<file path="config.mk">
export PLATFORM = sky130hd
export DESIGN_NAME = safety_relay_sequencer
export DESIGN_NICKNAME = d
export VERILOG_FILES = /design/src/core/safety_relay_pkg.sv /design/src/core/safety_relay_sequencer.sv
export SDC_FILE = /design/constraint.sdc
export NUM_CORES = 1
export LEC_CHECK = 0
export BUFFER_PORTS_ARGS = -buffer_cell sky130_fd_sc_hd__buf_4
export CORE_MARGIN = 3
export CORE_UTILIZATION = 62
export DETAILED_ROUTE_END_ITERATION = 6
export GPL_TIMING_DRIVEN = 0
export PLACE_DENSITY = 0.81
export SLEW_MARGIN = 20
export SYNTH_ARGS = -nofsm -noshare
export SYNTH_HDL_FRONTEND = slang
export SYNTH_SLANG_ARGS = --single-unit
</file>
<file path="constraint.sdc">
create_clock -name clk -period 19.3 [get_ports clk]
set_input_delay 0 -clock clk [delete_from_list [all_inputs] [get_ports clk]]
set_output_delay 0 -clock clk [all_outputs]
set_load 0.03 [all_outputs]
</file>
<file path="src/core/safety_relay_pkg.sv">
// constants for the safety relay sequencer: register map, fields, timing
package safety_relay_pkg;
  // register byte offsets on the avalon slave
  localparam logic [3:0] CTRL_OFS = 4'h0;
  localparam logic [3:0] DELAY_OFS = 4'h4;
  localparam logic [3:0] STATUS_OFS = 4'h8;
  localparam logic [3:0] FAULT_OFS = 4'hC;
  // control register fields
  localparam int DUAL_BIT = 0;
  localparam int MODE_LSB = 1;
  localparam logic [2:0] CTRL_RST = 3'h0;
  // start modes
  localparam logic [1:0] MODE_AUTO = 2'h0;
  localparam logic [1:0] MODE_MANUAL = 2'h1;
  localparam logic [1:0] MODE_MONITOR = 2'h2;
  // delay selector, in milliseconds
  localparam logic [15:0] DELAY_RST = 16'h03E8;
  // fault register bits
  localparam int WELD_BIT = 0;
  localparam int FBCK_BIT = 1;
  localparam int SHORT_BIT = 2;
  localparam int WDOG_BIT = 3;
  // sensed input vector positions
  localparam int IN_CH1 = 0;
  localparam int IN_CH2 = 1;
  localparam int IN_SHORT = 2;
  localparam int IN_START = 3;
  localparam int IN_ABORT = 4;
  localparam int IN_EARTH = 5;
  localparam int IN_CONT = 6;
  localparam int IN_W = 7;
  // timing: figures in their own unit
  localparam int CLK_NS = 10;
  localparam int MS_NS = 1000000;
  localparam int RECOVER_S = 60;
  localparam int RECOVER_MS = RECOVER_S * 1000;
  localparam int WD_EXTRA_MS = 50;
  localparam int WD_PCT = 15;
  localparam int MON_WAIT_MS = 100;
  localparam int CHECK_MS = 20;
  // sequencer states, one-hot
  typedef enum logic [3:0] {
    ST_IDLE = 4'b0001,
    ST_ACTIVE = 4'b0010,
    ST_DELAY = 4'b0100,
    ST_LOCK = 4'b1000
  } seq_state_t;
endpackage : safety_relay_pkg

</file>
<file path="src/core/safety_relay_sequencer.sv">
// emergency-stop safety relay sequencer with avalon-mm register slave
//
// Design decisions made here: register access over Avalon-MM and the register addresses.
`timescale 1ns/1ps
`default_nettype none

// Overview of operation
// - ready only with abort and start loops closed
// - activation closes all outputs, lights channel indicators
// - start indicator follows start loop until active
// - input open drops instantaneous outputs at once
// - delayed outputs open when delay expires
// - no restart before delay ends and ready
// - delay length comes from selector register
// - abort loop opening ends delay at once
// - single channel: one input, earth faults detected
// - dual channel: two inputs, shorts detected
// - automatic start needs closed input and start loop, the same as manual
// - manual start needs input and start loop
// - monitored start needs wait then start close
// - delayed outputs open by delay+50ms+15% always
// - power and channel indicators mirror their state
// - welded contact blocks reactivation
// - internal error may open delayed outputs early
// - earth fault drops all but the start indicator; recover after minute
// - relay feedback checked in idle and active only, from 20 ms after each state change, mismatch refuses
module safety_relay_sequencer
  import safety_relay_pkg::*;
#(
  parameter int unsigned CYC_PER_MS = MS_NS / CLK_NS,
  parameter int unsigned RECOVER_TICKS = RECOVER_MS
) (
  input wire logic clk,
  input wire logic srst,
  input wire logic [3:0] address,
  input wire logic read,
  input wire logic write,
  input wire logic [31:0] writedata,
  input wire logic [3:0] byteenable,
  output logic [31:0] readdata,
  output logic waitrequest,
  input wire logic inChOne,
  input wire logic inChTwo,
  input wire logic shortSense,
  input wire logic startLoop,
  input wire logic delayAbortLoop,
  input wire logic earthFault,
  input wire logic contactsOpen,
  output logic instRelayOne,
  output logic instRelayTwo,
  output logic dlyRelayOne,
  output logic dlyRelayTwo,
  output logic powerIndicator,
  output logic startIndicator,
  output logic chanOneIndicator,
  output logic chanTwoIndicator,
  output logic chanOneDelayedIndicator,
  output logic chanTwoDelayedIndicator
);

  logic [IN_W-1:0] syncA_reg; // first stage, read only by second
  logic [IN_W-1:0] syncB_reg;
  logic [IN_W-1:0] syncC_reg;
  logic [IN_W-1:0] sense_reg; // debounced view of the pins
  logic [2:0] ctrl_reg; // mode and channel count
  logic [15:0] delay_reg; // selector in ms
  logic [3:0] fault_reg; // sticky fault flags
  logic [3:0] faultSet; // fault events this cycle
  seq_state_t state_reg;
  seq_state_t stateNext;
  logic [31:0] preCnt_reg; // millisecond prescaler
  logic msTick;
  logic [15:0] dlyCnt_reg; // delay remaining, ms
  logic [17:0] wdCnt_reg; // independent backstop, ms
  logic [17:0] wdLimit_reg;
  logic [15:0] monCnt_reg; // monitored start wait, ms
  logic [15:0] chkCnt_reg; // feedback check timer, ms
  logic [31:0] recCnt_reg; // earth fault recovery, ms
  logic startPrev_reg;
  logic inClosed, startOk, abortOk, earthOn, ready, canStart;
  logic monDone, chkDone, busAck;

  // pin synchroniser: a change counts once stages two and three agree
  always_ff @(posedge clk) begin
    syncA_reg <= {contactsOpen, earthFault, delayAbortLoop, startLoop,
                  shortSense, inChTwo, inChOne};
    syncB_reg <= syncA_reg;
    syncC_reg <= syncB_reg;
    if (srst) begin
      sense_reg <= '0;
    end else begin
      for (int i = 0; i < IN_W; i++) begin
        if (syncB_reg[i] == syncC_reg[i]) begin
          sense_reg[i] <= syncC_reg[i];
        end
      end
    end
  end

  // single channel reads one contact; dual needs both closed
  assign inClosed = ctrl_reg[DUAL_BIT] ? (sense_reg[IN_CH1] & sense_reg[IN_CH2])
                                       : sense_reg[IN_CH1];
  assign startOk = sense_reg[IN_START];
  assign abortOk = sense_reg[IN_ABORT];
  assign earthOn = sense_reg[IN_EARTH];
  assign ready = abortOk & startOk;
  assign monDone = (monCnt_reg >= 16'(MON_WAIT_MS));
  assign chkDone = (chkCnt_reg >= 16'(CHECK_MS));

  // activation condition per start mode; any fault blocks it
  always_comb begin
    canStart = ready & inClosed & sense_reg[IN_CONT] & ~|fault_reg;
    case (ctrl_reg[MODE_LSB +: 2])
      MODE_AUTO: canStart = canStart;
      MODE_MANUAL: canStart = canStart;
      MODE_MONITOR: canStart = canStart & monDone & ~startPrev_reg;
      default: canStart = 1'b0;
    endcase
  end

  // millisecond tick keeps the long timers narrow, all but the 32-bit recovery count
  always_ff @(posedge clk) begin
    if (srst || preCnt_reg >= CYC_PER_MS - 1) begin
      preCnt_reg <= '0;
    end else begin
      preCnt_reg <= preCnt_reg + 32'h1;
    end
  end
  assign msTick = (preCnt_reg >= CYC_PER_MS - 1);

  // fault events; shorts only seen in dual channel wiring
  always_comb begin
    faultSet = '0;
    faultSet[WELD_BIT] = (state_reg == ST_IDLE) & chkDone & ~sense_reg[IN_CONT];
    faultSet[FBCK_BIT] = (state_reg == ST_ACTIVE) & chkDone & sense_reg[IN_CONT];
    faultSet[SHORT_BIT] = ctrl_reg[DUAL_BIT] & sense_reg[IN_SHORT];
    faultSet[WDOG_BIT] = (state_reg == ST_DELAY) & (wdCnt_reg >= wdLimit_reg);
  end

  // sequencer state
  always_comb begin
    stateNext = state_reg;
    case (state_reg)
      ST_IDLE: begin
        if (canStart) begin
          stateNext = ST_ACTIVE;
        end
      end
      ST_ACTIVE: begin
        // a fault or an opened input leaves the instantaneous set open
        if (!inClosed || faultSet[SHORT_BIT] || faultSet[FBCK_BIT]) begin
          stateNext = ST_DELAY;
        end
      end
      ST_DELAY: begin
        // restart only through idle, once the interval is over
        if (!abortOk) begin
          stateNext = ST_IDLE;
        end else if (dlyCnt_reg == 16'h0000 || |fault_reg) begin
          stateNext = ST_IDLE;
        end
      end
      ST_LOCK: begin
        if (!earthOn && recCnt_reg >= RECOVER_TICKS) begin
          stateNext = ST_IDLE;
        end
      end
      default: stateNext = ST_IDLE;
    endcase
    if (earthOn) begin
      stateNext = ST_LOCK;
    end
  end

  always_ff @(posedge clk) begin
    if (srst) begin
      state_reg <= ST_IDLE;
    end else begin
      state_reg <= stateNext;
    end
  end

  // delay interval, counted in ms ticks
  always_ff @(posedge clk) begin
    if (srst || !abortOk) begin
      dlyCnt_reg <= '0;
    end else if (state_reg == ST_ACTIVE && stateNext == ST_DELAY) begin
      dlyCnt_reg <= delay_reg;
    end else if (msTick && dlyCnt_reg != 16'h0000) begin
      dlyCnt_reg <= dlyCnt_reg - 16'h0001;
    end
  end

  // backstop: forced open no later than delay + 50 ms + 15 %
  always_ff @(posedge clk) begin
    if (srst) begin
      wdCnt_reg <= '0;
      wdLimit_reg <= '0;
    end else if (state_reg == ST_ACTIVE) begin
      wdCnt_reg <= '0;
      wdLimit_reg <= 18'({2'b00, delay_reg} + 18'(WD_EXTRA_MS)
                     + 18'((32'(delay_reg) * WD_PCT) / 100));
    end else if (state_reg == ST_DELAY && msTick) begin
      wdCnt_reg <= wdCnt_reg + 18'h00001;
    end
  end

  // monitored start: input closed and start loop open long enough
  always_ff @(posedge clk) begin
    if (srst || state_reg != ST_IDLE || !inClosed) begin
      monCnt_reg <= '0;
    end else if (startOk) begin
      monCnt_reg <= monCnt_reg; // hold; waiting only counts while open
    end else if (msTick && !monDone) begin
      monCnt_reg <= monCnt_reg + 16'h0001;
    end
  end

  always_ff @(posedge clk) begin
    if (srst) begin
      startPrev_reg <= 1'b1; // a bridged start loop never counts as a fresh close
    end else begin
      startPrev_reg <= startOk;
    end
  end

  // feedback check window restarts on every state change
  always_ff @(posedge clk) begin
    if (srst || state_reg != stateNext) begin
      chkCnt_reg <= '0;
    end else if (msTick && !chkDone) begin
      chkCnt_reg <= chkCnt_reg + 16'h0001;
    end
  end

  // earth fault recovery counts only while the fault is absent
  always_ff @(posedge clk) begin
    if (srst || earthOn || state_reg != ST_LOCK) begin
      recCnt_reg <= '0;
    end else if (msTick && recCnt_reg < RECOVER_TICKS) begin
      recCnt_reg <= recCnt_reg + 32'h1;
    end
  end

  // outputs follow the next state so they move in step with it
  always_ff @(posedge clk) begin
    if (srst) begin
      instRelayOne <= 1'b0;
      instRelayTwo <= 1'b0;
      dlyRelayOne <= 1'b0;
      dlyRelayTwo <= 1'b0;
      chanOneIndicator <= 1'b0;
      chanTwoIndicator <= 1'b0;
      chanOneDelayedIndicator <= 1'b0;
      chanTwoDelayedIndicator <= 1'b0;
      startIndicator <= 1'b0;
      powerIndicator <= 1'b0;
    end else begin
      instRelayOne <= (stateNext == ST_ACTIVE);
      instRelayTwo <= (stateNext == ST_ACTIVE);
      dlyRelayOne <= (stateNext == ST_ACTIVE) || (stateNext == ST_DELAY);
      dlyRelayTwo <= (stateNext == ST_ACTIVE) || (stateNext == ST_DELAY);
      chanOneIndicator <= (stateNext == ST_ACTIVE);
      chanTwoIndicator <= (stateNext == ST_ACTIVE);
      chanOneDelayedIndicator <= (stateNext == ST_ACTIVE) || (stateNext == ST_DELAY);
      chanTwoDelayedIndicator <= (stateNext == ST_ACTIVE) || (stateNext == ST_DELAY);
      startIndicator <= startOk && (stateNext != ST_ACTIVE);
      powerIndicator <= (stateNext != ST_LOCK);
    end
  end

  // avalon slave: one wait cycle, then a one-cycle acknowledge
  assign busAck = (read || write) && waitrequest;
  always_ff @(posedge clk) begin
    if (srst) begin
      waitrequest <= 1'b1;
    end else begin
      waitrequest <= ~busAck;
    end
  end

  // read data latched with the acknowledge; unmapped reads give zero
  always_ff @(posedge clk) begin
    if (srst) begin
      readdata <= '0;
    end else if (busAck && read) begin
      if (address == CTRL_OFS) begin
        readdata <= {29'h0, ctrl_reg};
      end else if (address == DELAY_OFS) begin
        readdata <= {16'h0, delay_reg};
      end else if (address == STATUS_OFS) begin
        readdata <= {23'h0, state_reg, sense_reg[IN_CONT], earthOn, abortOk,
                     startOk, inClosed};
      end else if (address == FAULT_OFS) begin
        readdata <= {28'h0, fault_reg};
      end else begin
        readdata <= '0;
      end
    end
  end

  // control and selector writes land at the accepting edge
  always_ff @(posedge clk) begin
    if (srst) begin
      ctrl_reg <= CTRL_RST;
      delay_reg <= DELAY_RST;
    end else if (write && !waitrequest) begin
      if (address == CTRL_OFS && byteenable[0]) begin
        ctrl_reg <= writedata[2:0];
      end else if (address == DELAY_OFS) begin
        if (byteenable[0]) begin
          delay_reg[7:0] <= writedata[7:0];
        end
        if (byteenable[1]) begin
          delay_reg[15:8] <= writedata[15:8];
        end
      end
    end
  end

  // sticky faults: write one to clear, a new event wins over the clear
  always_ff @(posedge clk) begin
    if (srst) begin
      fault_reg <= '0;
    end else if (write && !waitrequest && address == FAULT_OFS && byteenable[0]) begin
      fault_reg <= (fault_reg & ~writedata[3:0]) | faultSet;
    end else begin
      fault_reg <= fault_reg | faultSet;
    end
  end

  // checks
  instOff_a: assert property (@(posedge clk) disable iff (srst)
    (state_reg == ST_ACTIVE && !inClosed) |=> (!instRelayOne && !instRelayTwo))
    else $error("instantaneous outputs stayed closed after input opened");
  dlyHold_a: assert property (@(posedge clk) disable iff (srst)
    (state_reg == ST_DELAY && abortOk && dlyCnt_reg != 16'h0000 && fault_reg == 4'h0
     && !earthOn) |=> (dlyRelayOne && dlyRelayTwo))
    else $error("delayed outputs opened before delay ended");
  abortCut_a: assert property (@(posedge clk) disable iff (srst)
    (state_reg == ST_DELAY && !abortOk) |=> (!dlyRelayOne && dlyCnt_reg == 16'h0000))
    else $error("abort loop did not end delay");
  noRestart_a: assert property (@(posedge clk) disable iff (srst)
    (state_reg == ST_DELAY) |=> !instRelayOne)
    else $error("restart during delay interval");
  readyGate_a: assert property (@(posedge clk) disable iff (srst)
    $rose(instRelayOne) |-> $past(ready && inClosed && fault_reg == 4'h0))
    else $error("activation without ready condition");
  ledMatch_a: assert property (@(posedge clk) disable iff (srst)
    (chanOneIndicator == instRelayOne) && (chanTwoDelayedIndicator == dlyRelayTwo))
    else $error("channel indicator disagrees with outputs");
  startLed_a: assert property (@(posedge clk) disable iff (srst)
    instRelayOne |-> !startIndicator)
    else $error("start indicator lit while active");
  earthOff_a: assert property (@(posedge clk) disable iff (srst)
    earthOn |=> (!powerIndicator && !instRelayOne && !dlyRelayOne))
    else $error("earth fault left outputs closed");
  wdBound_a: assert property (@(posedge clk) disable iff (srst)
    (state_reg == ST_DELAY && wdCnt_reg >= wdLimit_reg) |=> ##1 !dlyRelayOne)
    else $error("delayed outputs exceeded backstop time");
  resetOff_a: assert property (@(posedge clk)
    srst |=> (!instRelayOne && !dlyRelayOne && !chanOneIndicator))
    else $error("outputs not open after reset");
  busPulse_a: assert property (@(posedge clk) disable iff (srst)
    !waitrequest |=> waitrequest)
    else $error("acknowledge longer than one cycle");
  activeCov_c: cover property (@(posedge clk) disable iff (srst) $rose(instRelayOne));
  expireCov_c: cover property (@(posedge clk) disable iff (srst)
    state_reg == ST_DELAY && dlyCnt_reg == 16'h0000 && abortOk);
  abortCov_c: cover property (@(posedge clk) disable iff (srst)
    state_reg == ST_DELAY && !abortOk);
  lockCov_c: cover property (@(posedge clk) disable iff (srst) state_reg == ST_LOCK);

endmodule : safety_relay_sequencer
`default_nettype wire

</file>
==> results.md <==
* Outcome: finished, final reports clean
* Worst path required time at 19.73 ns
* M1 GR Usage at 39.11%
* Clock Power Share at 23.3%
* Routed length per instance at 16.30 um
* Most used routing layer: met2
* DIE HEIGHT at 158.6 um
* CTS root buf: clkbuf_16
* Post-DP HPWL at 26750 um
* Crit path arrival time at 16.37 ns
* Synth Register Bits at 224
* Remaining DRCs at 0
* Number of port buffers at 57
* Multi-input logic area at 0.009278 mm2
* Final Hold Fails at 0
* Commonest cells after routing, fill and taps aside: dfxtp_1, nor2_1, nand2_1
* CTS tree: yes
* Clock transition at path regs at 0.06 ns
* Post-CTS Repair Setup Buffers at 0
* DRT Wirelength at 36090 um
* Worst relative slew slack at 26.37%
* Worst stage delay on the critical path at 1.03 ns
* TritonCTS buffer count at 24
* Net Sw Frac at 40.45%
* YS warnings at 0
* Startpoint class of the critical path: register
* Top_reg_cell synth: dfxtp_1
* GR Util met2 at 47.23%
* Internal at 0.001254 W
* Initial Util at 63.37%
* Die ar. at 0.02515 mm2
* Kind of critical path: register to register
* Cells after synthesis at 1740
* Post-route clock period utilization at 82.59%
* Via density per instance at 6.015
* Fmax at 62.74 MHz
* Layout Cells excl Fill at 2214
* H-Tree Depth at 1
* Largest net degree at the start of global routing at 16
* Syn_area_per_cell at 8.295 um2
* Nets at 2043
* CP max FO at 10
* Layout cells sized above 1 at 9.206%
* Max Slew Vio Count at 0
* RSZ-0062 raised after global routing: no
* Vias at 13320
* First-pass GRT wire length at 59650 um
* GRT Util Overall at 28.17%
* WHS Path Cells at 6
* Sink Count at 224
* Slowest CP cell: a2111oi_1
* Comb pwr share at 54.1%
* Routing usage on met3 at 3.805%
* Worst skew pair latency at 0.51 ns
* Cell area after synthesis at 0.01443 mm2
* Routed Antenna Nets at 0
* Worst Max-Slew Pin Slew at 1.102 ns
* Reg2Reg Depth at 60
* Setup violations, final at 0
* Post-synth cell types at 97
* Async SR Flop Fraction at 0%
* Placed Instances at 2140
* Clock Path Buffers at 3
* Peak supply drop at 0.1344 mV
* Vias in the first global route at 12240
* Skew final at 0.01671 ns
* Max_cap viols at 0
* Sw Pwr at 0.0008517 W
* Fillers at 1713
* DIE WIDTH at 158.6 um
* Pleak at 6.641 nW
* Register area at 0.004484 mm2
* Most common cell after layout, fill and taps aside: dfxtp_1
* Core area at 0.02278 mm2
* Number of synthesized flops with an enable pin at 0
* Io pins at 94
* Std cell rows at 55
* Antenna Cells at 0
* CP endpoint kind: register
* Seq pwr share at 22.6%
* Hold Crit Class: input pin to register
* DR pass1 iterations at 6
* P per Cell Area at 127.3 mW/mm2
* Initial antenna violation count at 0
* Syn-to-layout area delta at 14.62%
* Critical Path Most Common Cell: a21oi_1
* Seq/Total Area, Yosys at 31.07%
* Final TNS setup at 0 ns
* 1st-iter DRT viols at 974
* Grt ovf at 0
* Final min period at 15.94 ns
* Final RePlAce weighted congestion at 0.9506
-- power groups by stage --
stage	combinational (W)	sequential (W)	clock (W)
global route	0.00126	0.000478	0.000514
finish	0.00114	0.000477	0.000490
detailed placement	0.00111	0.000487	0
global placement	0.00108	0.000486	0
floorplan	0.000893	0.000487	0
CTS	0.00112	0.000477	0.000493
-- worst max-delay path, delay by kind of cell, from the launching register on --
kind	cells	cell delay, ns
simple gates	9	1.90
xor+xnor	3	0.73
flops	1	0.54
buf+inv	7	1.27
compound gates	34	8.99
mux	1	0.17
fa+ha+maj	6	2.27
-- final cells by class --
cell class                 count  area share [%]
inverter                      99           2.246
clock buffer                  29           4.054
tap                          313           2.367
timing repair buffer          88           4.462
multi-input combinational   1364           56.08
sequential                   224           27.10
clock inverter                14           1.150
buffer                        83           2.541
-- worst paths after layout --
path | startpoint | endpoint | slack [ns]
setup reg to reg | delay_reg[3] | wdLimit_reg[15] | 3.36
setup / recovery | delay_reg[3] | wdLimit_reg[15] | 3.36
hold / removal | address[3] | fault_reg[3] | 0.14
hold reg to reg | syncA_reg[3] | syncB_reg[3] | 0.32
-- timing repair --
item	CTS	global route
hold buffers	31	0
gates resized for setup	0	0
endpoints found under the hold margin	61	0
-- synth_stat cells (6+ instances only) --
| cell type | count | area, um2 |
|---|---|---|
| or2_2 | 7 | 43.79 |
| a21o_1 | 21 | 157.7 |
| mux2_2 | 7 | 78.83 |
| a21oi_1 | 107 | 535.5 |
| a211oi_1 | 33 | 247.7 |
| o21a_1 | 7 | 52.55 |
| inv_1 | 97 | 364.1 |
| or3_1 | 23 | 143.9 |
| nor3_1 | 39 | 195.2 |
| o31ai_1 | 6 | 45.04 |
| fa_1 | 30 | 600.6 |
| nor4_1 | 26 | 162.7 |
| and2_1 | 53 | 331.6 |
| and4_1 | 6 | 52.55 |
| clkbuf_1 | 53 | 198.9 |
| a22o_1 | 9 | 78.83 |
| o22ai_1 | 7 | 43.79 |
| mux2i_1 | 26 | 260.3 |
| o2111ai_1 | 8 | 70.07 |
| buf_4 | 22 | 165.2 |
| nand2b_1 | 13 | 81.33 |
| ha_1 | 78 | 975.9 |
| a31oi_1 | 13 | 81.33 |
| nand2_1 | 145 | 544.3 |
| nand4_1 | 26 | 162.7 |
| o21ai_0 | 71 | 355.3 |
| a22oi_1 | 18 | 135.1 |
| a31o_2 | 6 | 52.55 |
| xor2_1 | 46 | 402.9 |
| nor2b_1 | 18 | 112.6 |
| o221ai_1 | 8 | 70.07 |
| a2111o_1 | 7 | 78.83 |
| a311oi_1 | 6 | 52.55 |
| and3_1 | 21 | 131.4 |
| o21bai_1 | 11 | 82.58 |
| nand3_1 | 50 | 250.2 |
| a211o_1 | 11 | 96.34 |
| dfxtp_1 | 224 | 4484 |
| o211ai_1 | 27 | 202.7 |
| nor2_1 | 187 | 701.9 |
| a221oi_1 | 7 | 61.31 |
| xnor2_1 | 60 | 525.5 |
| a41oi_1 | 6 | 52.55 |
-- cell families after synthesis --
family / after synthesis / synth area share [%]
buffers and inverters: 182 / 5.487
multiplexers: 34 / 2.505
XOR/XNOR: 109 / 6.848
flip-flops: 224 / 31.07
AO/OA/AOI/OAI: 444 / 21.51
AND/OR/NAND/NOR: 636 / 21.50
adder cells (fa/ha/maj): 110 / 11.06
other: 1 / 0.02598
-- through the flow --
stage / utilization (%) / cell area, um2 / hold WS, ns / power, W / worst slack [ns]
CTS: 72.63 / 16540 / 0.1217 / 0.002095 / 3.663
finish: 72.63 / 16540 / 0.1405 / 0.002105 / 3.360
global placement: 67.46 / 15370 / 0.1052 / 0.001570 / 3.772
floorplan: - / 14550 / 0.02772 / 0.001380 / 5.903
detailed placement: 67.49 / 15370 / 0.1057 / 0.001596 / 3.753
global route: 72.63 / 16540 / 0.1627 / 0.002249 / 2.259
-- metal layers --
layer	up-vias	share of wire (%)	wire, um
li1	6482	-	-
met1	6317	45	16110
met2	461	47	16880
met3	58	6.6	2393
met4	0	2.0	708
met5	-	0	0
(Power assumes the default switching activity.)
